### config.mk
export PLATFORM = sky130hd
export DESIGN_NAME = lpi_timing
export DESIGN_NICKNAME = d
export VERILOG_FILES = /design/src/rtl/lpi_timing.v
export VERILOG_INCLUDE_DIRS = /design/src /design/src/rtl
export SDC_FILE = /design/constraint.sdc
export NUM_CORES = 1
export LEC_CHECK = 0
export ABC_AREA = 1
export BUFFER_PORTS_ARGS = -buffer_cell sky130_fd_sc_hd__clkbuf_2
export CAP_MARGIN = 20
export CORE_MARGIN = 1
export CORE_UTILIZATION = 60
export DETAILED_ROUTE_END_ITERATION = 8
export GPL_ROUTABILITY_DRIVEN = 0
export PLACE_DENSITY = 0.79
export SYNTH_ARGS = -nofsm -noshare
export SYNTH_HDL_FRONTEND = slang
export SYNTH_SLANG_ARGS = --single-unit
### constraint.sdc
create_clock -name clk_sys -period 11.61 [get_ports clk_sys]
set_input_delay 1.161 -clock clk_sys [delete_from_list [all_inputs] [get_ports clk_sys]]
set_output_delay 1.161 -clock clk_sys [all_outputs]
set_load 0.1 [all_outputs]
### src/rtl/lpi_defines.vh
// constants for the low power idle timing and capability block
`ifndef LPI_DEFINES_VH
`define LPI_DEFINES_VH
`define LPI_CLK_MHZ      125
`define LPI_TS_NS        5000
`define LPI_TQ_US        1750
`define LPI_TR_NS        17200
`define LPI_TW_PHY_NS    13000
`define LPI_DLL_WAIT_S   10
`define LPI_TS_CYC       ((`LPI_TS_NS * `LPI_CLK_MHZ) / 1000)
`define LPI_TQ_CYC       (`LPI_TQ_US * `LPI_CLK_MHZ)
`define LPI_TR_CYC       ((`LPI_TR_NS * `LPI_CLK_MHZ) / 1000)
`define LPI_TW_PHY_CYC   ((`LPI_TW_PHY_NS * `LPI_CLK_MHZ) / 1000)
`define LPI_DLL_WAIT_CYC (`LPI_DLL_WAIT_S * `LPI_CLK_MHZ * 1000000)
`define LPI_ADDR_CTRL    8'h00
`define LPI_ADDR_TWSYS   8'h04
`define LPI_ADDR_DELAY   8'h08
`define LPI_ADDR_STATUS  8'h0C
`define LPI_ADDR_SHRINK  8'h10
`define LPI_ADDR_ECHO    8'h14
`define LPI_CTRL_ADV_EEE 0
`define LPI_CTRL_ADV_DS  1
`define LPI_CTRL_FW_ONLY 2
`define LPI_CTRL_DLL_EN  3
`define LPI_CTRL_TX_RDY  4
`define LPI_CTRL_RX_RDY  5
`define LPI_CTRL_SPD10   6
`define LPI_CTRL_SPD40   7
`define LPI_CTRL_RST     8'h01
`define LPI_TWSYS_RST    32'h000A_000A
`define LPI_DELAY_RST    32'h0000_0000
`define LPI_ST_MISS      4
`endif

### src/rtl/lpi_timing.v
// low power idle timers, wake bookkeeping and capability resolution
// How it works
// - sleep signal held for the sleep interval before transmitters go off
// - quiet interval counted after going silent, before each refresh
// - each refresh burst lasts the refresh interval
// - wake phase ends within the minimum phy wake time
// - transmit system wake time held in a register, in microseconds
// - transmit shrinkage is absolute difference of wake and propagation delay
// - local end advertises low power idle unless fast wake only
// - fast wake is learned from link layer frames only
// - idle supported only when both ends advertised it
// - unsupported idle blocks the client request and all sequencing
// - deep sleep needs both ends to advertise it
// - transmit and receive idle directions run independently
// - resolution reruns on every negotiation start and completion
// - link layer exchange forced on at 10 Gb/s and above
// - received fast wake element proves partner fast wake support
// - fast wake element shows deep sleep only when both advertised
// - fast wake element exchange forced on at 40 Gb/s and above
// - both transmit and receive echo bookkeeping kept here
// - fractional microsecond values round up
// - first wake-time frame requested within the ten second limit
// - changed transmit wake value triggers an echo frame in time
// - changed receive wake value triggers an echo frame in time
// - quiet and refresh alternate until client returns, then wake
// - deferral toward the mac held a delay after the sequencer returns to idle
`timescale 1ns/1ns
`default_nettype none
`include "lpi_defines.vh"
module lpi_timing #(
  parameter [31:0] TQ_CYC   = `LPI_TQ_CYC,
  parameter [31:0] WAIT_CYC = `LPI_DLL_WAIT_CYC
) (
  // clock and reset
  input  wire        clk_sys,
  input  wire        rst,
  // register port
  input  wire [7:0]  reg_addr,
  input  wire [31:0] reg_wdata,
  input  wire        reg_wr,
  input  wire        reg_rd,
  output reg  [31:0] reg_rdata,
  // auto-negotiation
  input  wire        an_start,
  input  wire        an_done,
  input  wire        link_ok,
  input  wire        lp_adv_eee,
  input  wire        lp_adv_ds,
  output reg         adv_eee,
  output reg         adv_ds,
  // client and rx side
  input  wire        lpi_req,
  input  wire        rx_lpi_in,
  output reg         rx_lpi_ind,
  output reg         defer_mac,
  // phy transmit sequencing
  output wire        tx_sleep,
  output wire        tx_quiet,
  output wire        tx_refresh,
  output wire        tx_wake,
  output reg         wake_done,
  // link layer exchange
  input  wire        fw_tlv_rx,
  input  wire        tlv_rx,
  input  wire [15:0] tlv_rx_tx_tw,
  input  wire [15:0] tlv_rx_rx_tw,
  input  wire        tlv_sent,
  output reg         tlv_req,
  output reg         tlv_ds,
  output reg         eee_ok,
  output reg         ds_ok,
  output reg         fw_ok
);
  localparam [4:0] ST_IDLE = 5'h01;
  localparam [4:0] ST_SLP  = 5'h02;
  localparam [4:0] ST_QT   = 5'h04;
  localparam [4:0] ST_REF  = 5'h08;
  localparam [4:0] ST_WAKE = 5'h10;
  localparam [31:0] TS_CYC = `LPI_TS_CYC;
  localparam [31:0] TR_CYC = `LPI_TR_CYC;
  localparam [31:0] TW_CYC = `LPI_TW_PHY_CYC;
  localparam [31:0] MHZ    = `LPI_CLK_MHZ;

  reg  [7:0]  ctrl_reg;
  reg  [31:0] twsys_reg;
  reg  [31:0] delay_reg;
  reg  [4:0]  st_reg;
  reg  [4:0]  st_next;
  reg  [31:0] cnt_reg;
  reg  [31:0] cnt_next;
  reg  [31:0] dfr_reg;
  reg  [31:0] wait_reg;
  reg         miss_reg;
  reg  [15:0] rem_tx_reg;
  reg  [15:0] rem_rx_reg;
  reg         pair_reg;
  reg  [15:0] shr_ns_reg;
  reg  [15:0] shr_us_reg;
  wire        dll_on;
  wire        pair_now;
  wire        req_ok;
  wire [15:0] wk_ns;
  wire [15:0] pr_ns;
  wire [15:0] diff_ns;
  wire [16:0] up_sum;
  wire [16:0] up_us;
  wire [31:0] dfr_load;
  wire [47:0] dfr_prod;
  wire        pair_rise;
  wire        tx_chg;
  wire        rx_chg;
  wire        tlv_trig;
  wire        miss_clr;

  assign tx_sleep   = st_reg[1];
  assign tx_quiet   = st_reg[2];
  assign tx_refresh = st_reg[3];
  assign tx_wake    = st_reg[4];

  // exchange forced on at 10 Gb/s and up
  // speed forces exchange
  assign dll_on   = ctrl_reg[`LPI_CTRL_DLL_EN] |
                    ctrl_reg[`LPI_CTRL_SPD10] |
                    ctrl_reg[`LPI_CTRL_SPD40];
  assign pair_now = dll_on & ctrl_reg[`LPI_CTRL_TX_RDY] &
                    ctrl_reg[`LPI_CTRL_RX_RDY];
  assign req_ok   = lpi_req & eee_ok;

  assign wk_ns   = delay_reg[15:0];
  assign pr_ns   = delay_reg[31:16];
  assign diff_ns = (wk_ns >= pr_ns) ? (wk_ns - pr_ns) : (pr_ns - wk_ns);
  assign up_sum  = {1'b0, diff_ns} + 17'h003E7;
  // full 17-bit quotient, sums above 16 bits stay correct
  assign up_us   = up_sum / 17'h003E8;
  assign dfr_prod = twsys_reg[15:0] * MHZ;
  assign dfr_load = dfr_prod[31:0];

  // first frame once both ready flags are up
  assign pair_rise = pair_now & ~pair_reg;
  // partner transmit value differs from the echo
  assign tx_chg    = tlv_rx & pair_now & (tlv_rx_tx_tw != rem_tx_reg);
  // partner receive value differs from the echo
  assign rx_chg    = tlv_rx & pair_now & (tlv_rx_rx_tw != rem_rx_reg);
  assign tlv_trig  = pair_rise | tx_chg | rx_chg;
  // write one to the miss bit clears it
  assign miss_clr  = reg_wr & (reg_addr == `LPI_ADDR_STATUS) &
                     reg_wdata[`LPI_ST_MISS];

  // transmit sequencer
  // quiet refresh alternation
  always @* begin
    st_next  = st_reg;
    cnt_next = (cnt_reg != 32'h0) ? cnt_reg - 32'h1 : 32'h0;
    case (st_reg)
      ST_IDLE: begin
        // load the sleep interval on entry
        if (req_ok) begin
          st_next  = ST_SLP;
          cnt_next = TS_CYC;
        end
      end
      ST_SLP: begin
        if (!req_ok) begin
          st_next  = ST_WAKE;
          cnt_next = TW_CYC;
        end else if (cnt_reg <= 32'h1) begin
          st_next  = ST_QT;
          cnt_next = TQ_CYC;
        end
      end
      ST_QT: begin
        if (!req_ok) begin
          st_next  = ST_WAKE;
          cnt_next = TW_CYC;
        end else if (cnt_reg <= 32'h1) begin
          st_next  = ST_REF;
          cnt_next = TR_CYC;
        end
      end
      ST_REF: begin
        if (!req_ok) begin
          st_next  = ST_WAKE;
          cnt_next = TW_CYC;
        end else if (cnt_reg <= 32'h1) begin
          st_next  = ST_QT;
          cnt_next = TQ_CYC;
        end
      end
      ST_WAKE: begin
        if (cnt_reg <= 32'h1) begin
          st_next = ST_IDLE;
        end
      end
      default: begin
        st_next  = ST_IDLE;
        cnt_next = 32'h0;
      end
    endcase
  end

  always @(posedge clk_sys) begin
    if (rst) begin
      st_reg    <= ST_IDLE;
      cnt_reg   <= 32'h0;
      wake_done <= 1'b0;
    end else begin
      st_reg    <= st_next;
      cnt_reg   <= cnt_next;
      // pulse shows with the first idle cycle
      wake_done <= tx_wake & (st_next == ST_IDLE);
    end
  end

  always @(posedge clk_sys) begin
    if (rst) begin
      defer_mac <= 1'b0;
      dfr_reg   <= 32'h0;
    end else if (req_ok || st_reg != ST_IDLE) begin
      defer_mac <= 1'b1;
      // reload while busy so the count starts at idle
      dfr_reg   <= dfr_load;
    end else if (dfr_reg != 32'h0) begin
      defer_mac <= 1'b1;
      dfr_reg   <= dfr_reg - 32'h1;
    end else begin
      defer_mac <= 1'b0;
    end
  end

  // capability resolution
  always @(posedge clk_sys) begin
    if (rst) begin
      eee_ok     <= 1'b0;
      ds_ok      <= 1'b0;
      fw_ok      <= 1'b0;
      rx_lpi_ind <= 1'b0;
      adv_eee    <= 1'b0;
      adv_ds     <= 1'b0;
      tlv_ds     <= 1'b0;
    end else begin
      adv_eee <= ctrl_reg[`LPI_CTRL_ADV_EEE] &
                 ~ctrl_reg[`LPI_CTRL_FW_ONLY];
      adv_ds  <= ctrl_reg[`LPI_CTRL_ADV_DS] &
                 ~ctrl_reg[`LPI_CTRL_FW_ONLY];
      tlv_ds  <= ds_ok;
      rx_lpi_ind <= rx_lpi_in & eee_ok;
      // rerun on negotiation
      // clears win over a coincident an_done
      if (!link_ok || an_start) begin
        eee_ok <= 1'b0;
        ds_ok  <= 1'b0;
        fw_ok  <= 1'b0;
      end else begin
        if (an_done) begin
          eee_ok <= adv_eee & lp_adv_eee;
          ds_ok  <= adv_eee & lp_adv_eee & adv_ds & lp_adv_ds;
        end
        if (fw_tlv_rx && dll_on) begin
          fw_ok <= 1'b1;
        end
      end
    end
  end

  // link layer exchange deadlines
  always @(posedge clk_sys) begin
    if (rst) begin
      pair_reg   <= 1'b0;
      tlv_req    <= 1'b0;
      wait_reg   <= 32'h0;
      miss_reg   <= 1'b0;
      rem_tx_reg <= 16'h0000;
      rem_rx_reg <= 16'h0000;
    end else begin
      pair_reg <= pair_now;
      if (tlv_rx && pair_now) begin
        rem_tx_reg <= tlv_rx_tx_tw;
        rem_rx_reg <= tlv_rx_rx_tw;
      end
      if (tlv_trig) begin
        tlv_req  <= 1'b1;
        wait_reg <= WAIT_CYC;
      end else if (tlv_sent || !pair_now) begin
        tlv_req  <= 1'b0;
        wait_reg <= 32'h0;
      // count down only while a frame is owed
      end else if (tlv_req && wait_reg != 32'h0) begin
        wait_reg <= wait_reg - 32'h1;
      end
      // miss sticky; a new miss wins over clear
      if (tlv_req && pair_now && !tlv_sent && wait_reg == 32'h1) begin
        miss_reg <= 1'b1;
      end else if (miss_clr) begin
        miss_reg <= 1'b0;
      end
    end
  end

  // shrinkage results
  always @(posedge clk_sys) begin
    if (rst) begin
      shr_ns_reg <= 16'h0000;
      shr_us_reg <= 16'h0000;
    end else begin
      shr_ns_reg <= diff_ns;
      shr_us_reg <= up_us[15:0];
    end
  end

  // register writes
  // tx wake time storage
  always @(posedge clk_sys) begin
    if (rst) begin
      ctrl_reg  <= `LPI_CTRL_RST;
      twsys_reg <= `LPI_TWSYS_RST;
      delay_reg <= `LPI_DELAY_RST;
    end else if (reg_wr) begin
      case (reg_addr)
        `LPI_ADDR_CTRL:  ctrl_reg  <= reg_wdata[7:0];
        `LPI_ADDR_TWSYS: twsys_reg <= reg_wdata;
        `LPI_ADDR_DELAY: delay_reg <= reg_wdata;
        // status, shrink and echo are read only here
        default: ctrl_reg <= ctrl_reg;
      endcase
    end
  end

  // register reads, one cycle later
  always @(posedge clk_sys) begin
    if (rst) begin
      reg_rdata <= 32'h0;
    end else if (reg_rd) begin
      case (reg_addr)
        `LPI_ADDR_CTRL:   reg_rdata <= {24'h0, ctrl_reg};
        `LPI_ADDR_TWSYS:  reg_rdata <= twsys_reg;
        `LPI_ADDR_DELAY:  reg_rdata <= delay_reg;
        // flags low, one-hot state above
        `LPI_ADDR_STATUS: reg_rdata <= {22'h0, st_reg, miss_reg,
                                        tlv_req, fw_ok, ds_ok, eee_ok};
        `LPI_ADDR_SHRINK: reg_rdata <= {shr_us_reg, shr_ns_reg};
        `LPI_ADDR_ECHO:   reg_rdata <= {rem_rx_reg, rem_tx_reg};
        default:          reg_rdata <= 32'h0;
      endcase
    end else begin
      reg_rdata <= 32'h0;
    end
  end
endmodule
`default_nettype wire

# Word level (Yosys, flattened, before mapping)
# Index checks and enable logic that the tools add are counted.
dict set report word_totals {
  regBits 281
  inputBits 86
  out_inout_bits 46
  wordCells 129
}
dict set report op_classes {
  addsub 6
  multipliers 1
  div_mod_pow 1
  n_lt_le_gt_ge 2
  eq_ne 15
  muxes 27
  bitwise_logic 23
  reduce_logical 28
}
# cell n
set op_table {}
lappend op_table {{$mux 32} 6}
lappend op_table {{$pmux 32 s6} 1}
lappend op_table {{$pmux 32 s4} 1}
lappend op_table {{$reduce_bool 32->1} 3}
lappend op_table {{$sub 32x1->32 const B} 3}
lappend op_table {{$mux 31} 3}
lappend op_table {{$mux 23} 2}
lappend op_table {{$eq 32x1->1 const B} 1}
lappend op_table {{$le 32x1->1 const B} 1}
lappend op_table {{$ne 16x16->1} 2}
lappend op_table {{$sub 16x16->16} 2}
lappend op_table {{$mux 5} 6}
lappend op_table {{$mul 16x7->23 const B} 1}
lappend op_table {{$pmux 5 s4} 1}
lappend op_table {{$add 16x10->17 const B} 1}
lappend op_table {{$div 17x10->17 const B} 1}
lappend op_table {{$and 1x1->1} 16}
lappend op_table {{$eq 8x4->1 const B} 2}
lappend op_table {{$eq 8x5->1 const B} 2}
lappend op_table {{$ge 16x16->1} 1}
lappend op_table {{$mux 16} 1}
lappend op_table {{$eq 5x1->1 const B} 2}
lappend op_table {{$eq 8x3->1 const B} 1}
lappend op_table {{$logic_not 8->1} 1}
lappend op_table {{other kinds (16)} 42}

# Depth between registers and ports, before layout
dict set report logic_depth {
  ltp_word 9
  depth_mapped 61
  depth_no_buf 60
}

# Worst setup path before layout
# Ideal clock, no wire load.
dict set report synth_timing {
  kind {register -> register}
  startpoint {register delay_reg[0]}
  endpoint {register shr_us_reg[0]}
  setup_ns 0.131
  t_arrival_ns 5.330
  slack_ns 6.149
  path_stages_with_launch 59
  synth_period_minus_slack_ns 5.461
  cell_sequence {dfxtp_1 -> inv_1 -> ha_1 -> inv_1 -> fa_1 -> nand3_1 -> nand2_1 -> nand2_1 -> nand3_2 -> nand2_4 -> nand2_4 -> buf_8 -> nand2_2 -> nand2_2 -> ha_1 -> nand3_1 -> nand3_2 -> nand4_1 -> (+23 left out) -> nand3_1 -> nand3_2 -> nand2_4 -> inv_2 -> nand2_4 -> nand2_4 -> nand2_1 -> nand2_1 -> inv_2 -> nand2_2 -> nor2_1 -> nand2_1 -> nand3_1 -> nand3_1 -> nand2_1 -> nor2_1 -> nand2_1 -> a21oi_2}
}
dict set report synth_via {
  elab_chain_cells 4
  word_cells_on_any_way 6
  cone_classes {add/sub: 3; div: 1; order compare: 1; mux: 1}
}
# element line_no
set synth_rtl {}
lappend synth_rtl {{from (decl)} lpi_timing.v:86} ;# reg [31:0] delay_reg;
lappend synth_rtl {{from (signal assigned)} lpi_timing.v:316} ;# delay_reg <= `LPI_DELAY_RST;
lappend synth_rtl {{from (signal assigned)} lpi_timing.v:321} ;# `LPI_ADDR_DELAY: delay_reg <= reg_wdata;
lappend synth_rtl {{$sub 16x16->16 / $ge 16x16->1 (equally long branches)} lpi_timing.v:131} ;# assign diff_ns = (wk_ns >= pr_ns) ? (wk_ns - pr_ns) : (pr_ns - wk_ns);
lappend synth_rtl {{$mux 16 (*)} lpi_timing.v:131}
lappend synth_rtl {{$add 16x10->17 (*)} lpi_timing.v:132} ;# assign up_sum = {1'b0, diff_ns} + 17'h003E7;
lappend synth_rtl {{$div 17x10->17 (*)} lpi_timing.v:134} ;# assign up_us = up_sum / 17'h003E8;
lappend synth_rtl {{to (signal assigned)} lpi_timing.v:306} ;# shr_us_reg <= up_us[15:0];
lappend synth_rtl {{to (decl)} lpi_timing.v:98} ;# reg [15:0] shr_us_reg;
# Every way passes the cells marked *; elsewhere a longest branch is shown, timed or not.
# A chain may end at the register's enable or synchronous reset.

# Worst setup path after layout
# Same ends and word-level chain as after synthesis.

==> results.ini <==
[outcome]
status=completed

[floorplan]
die_area_sq_um=30900
die_h_um=176
ioPinCount=132
core-area_sq_um=29600
rows=63
start_util=0.611
die_x_um=176

[finish]
nets=2910
drive_above_1_share=0.117
multiInputGateArea_sq_um=11100
area_growth_pct=11.1
fin_util=0.679
nFillCells=2548
seqCellArea_sq_um=5470

[logic_synthesis]
yosys.area.top_type=dfxtp_1
synth_flop_cell=dfxtp_1
synth_edf_count=0
syn_area_sq_um=18100
synth.most_common_cell=nand2_1
synth_area_leaders=dfxtp_1 30%, nand2_1 11%, nor2_1 6.8%
synth_top_area_frac=0.302
synth_warnings=0
synth_area_per_cell_sq_um=7.04
async_reset_ff_frac=0
synthTopCellsByCount=551 x nand2_1, 330 x nor2_1, 301 x inv_1
syn_inst=2574
ys_types=61
syn_nets=2806
yosysSeqAreaShare=0.302
ys_ff_latch=273

[routing]
drt_first_pass_iters=6
routedWlPerCell_um=16.5
vias=17615
viasPerCell=5.69
final_antenna_net_count=0
drt_wl_total_mm=51.2
drc=0
drt_iter0_markers=1800

[setup_path]
worstPathArrival_ps=7030
cp.required_ps=12110
crit_type=flip-flop to flip-flop
critPathMaxFanout=20
startpoint_type=flip-flop
endpoint_kind=flip-flop
rr_worst_depth=51
worstSetupStartpoint=delay_reg[0]$_SDFFE_PP0P_
r2r-start=delay_reg[0]$_SDFFE_PP0P_
cp_common_cell=nand2_1
cpMaxStageDelayCell=fa_1
slowest_delay_ps=440

[timing]
finalCriticalPeriod_ps=6530
setup_viol=0
hold_ws_ps=430
finalWorstSetupSlack_ps=5080
fin_tns_setup_ps=0
relSlewSlack=0.315
fin_crit_sh=0.563
rsz0062_at_grt=false
finalMaxSlewViolations=0
max_freq_mhz=153
skew_ps=12.5
worst_pin_slew_ps=1030
hold_violations=0

[placement]
numPortBuffers=131
dp_slack_ps=5250
hpwlAfterDp_mm=39.8

[worst_hold_path]
holdCritStartpoint=dfr_reg[0]$_SDFFE_PP0P_
min_path_cells=1
min_path_type=flip-flop to flip-flop

[grt]
grt_max_degree=86
met2_usage=0.551
grt_pass1_wl_mm=82.6
grt_overflow=0
grt_pass1_vias=16694
top_usage_layer=met2
antenna_found_initial=5
use_met3=0.0485
grtUsageMet1=0.413
grt_use_total=0.332

[cts]
cts_setup_buffers=0
path_clk_slew_ps=60
clk_path_buf_depth=3
numCtsBuffers=31
cts_tree=done
cts_root_buf=clkbuf_16
clkLatencyLatePin_ps=570
cts_resized=0
hold_buffers=0
htreeDepth=1
cts.sinks=273

[power_and_ir_drop]
power_frac_comb=0.308
clkPwrFrac=0.329
switching_share=0.353
cellLeakagePower_nw=9.51
ir_drop_uv=105
p_per_area_nw_per_um2=151
pwr-share-seq=0.363
internal_power_mw=1.96
p_sw_mw=1.07

[run]
maxCapViolations=0

[per-stage QoR]
stage / instance area, sq um / power (mW) / instances
2_1_floorplan: 18100 / 1.85 / 2574
6_report: 20100 / 3.04 / 3097
5_1_grt: 20100 / 3.23 / 3097
4_1_cts: 20100 / 3.04 / 3092
3_3_place_gp: 19000 / 2.02 / 3034
3_5_place_dp: 19100 / 2.05 / 3035
[critical path: cells and delay by family (launching register included)]
kind	cells	cell delay [ps]
xor+xnor	1	300
fa+ha+maj	3	770
buf+inv	3	240
flops	1	310
simple gates	41	4470
compound gates	3	350
[power groups by stage]
stage	logic (mW)	clock network (mW)	registers, mW
finish	0.936	0.998	1.10
global route	1.07	1.04	1.11
CTS	0.929	1.01	1.10
detailed placement	0.924	0	1.12
global placement	0.899	0	1.12
floorplan	0.735	0	1.11
[final cells by class]
type,count,share of cell area
inverters,325,0.0606
repair buffers,143,0.0380
flip-flops and latches,273,0.271
multi-input cells,1904,0.553
clock inverters,15,0.00845
clock buffers,42,0.0436
well taps,390,0.0242
diodes,5,0.000622
[layout by cell type (no fill, tap or decap), drive strengths merged, types with 9 or more instances in the layout]
cell    count
buf        13
nand3     145
nor4       14
xor2       62
o21ai     131
clkbuf    172
or2         9
a21oi     201
a31oi      23
o22ai      13
inv       324
fa         56
xnor2      60
clkinv     11
nand2     595
nor2      346
ha         90
nand4      42
dfxtp     273
a221oi     13
nor3       34
[per-layer routing]
layer	wire length (um)	share of wire
met1	20400	0.40
met2	23400	0.46
met3	4360	0.085
met4	3000	0.059
met5	0	0
[path summary, 6_finish.rpt]
| check | endpoint | slack [ps] |
|---|---|---|
| min | dfr_reg[0]$_SDFFE_PP0P_ | 430 |
| max reg2reg | shr_us_reg[0]$_SDFF_PP0_ | 5080 |
| min reg2reg | dfr_reg[0]$_SDFFE_PP0P_ | 430 |
| max | shr_us_reg[0]$_SDFF_PP0_ | 5080 |
[cells by family after synthesis]
logic type	Yosys count	share of synthesized area
other	1	0.000207
buffers and inverters	397	0.0856
AOI/OAI and AO/OA	431	0.136
DFF	273	0.302
adders and majority gates	146	0.124
and+or+nand+nor	1204	0.293
xor gates and xnor gates	122	0.0590
(Power assumes the default switching activity.)
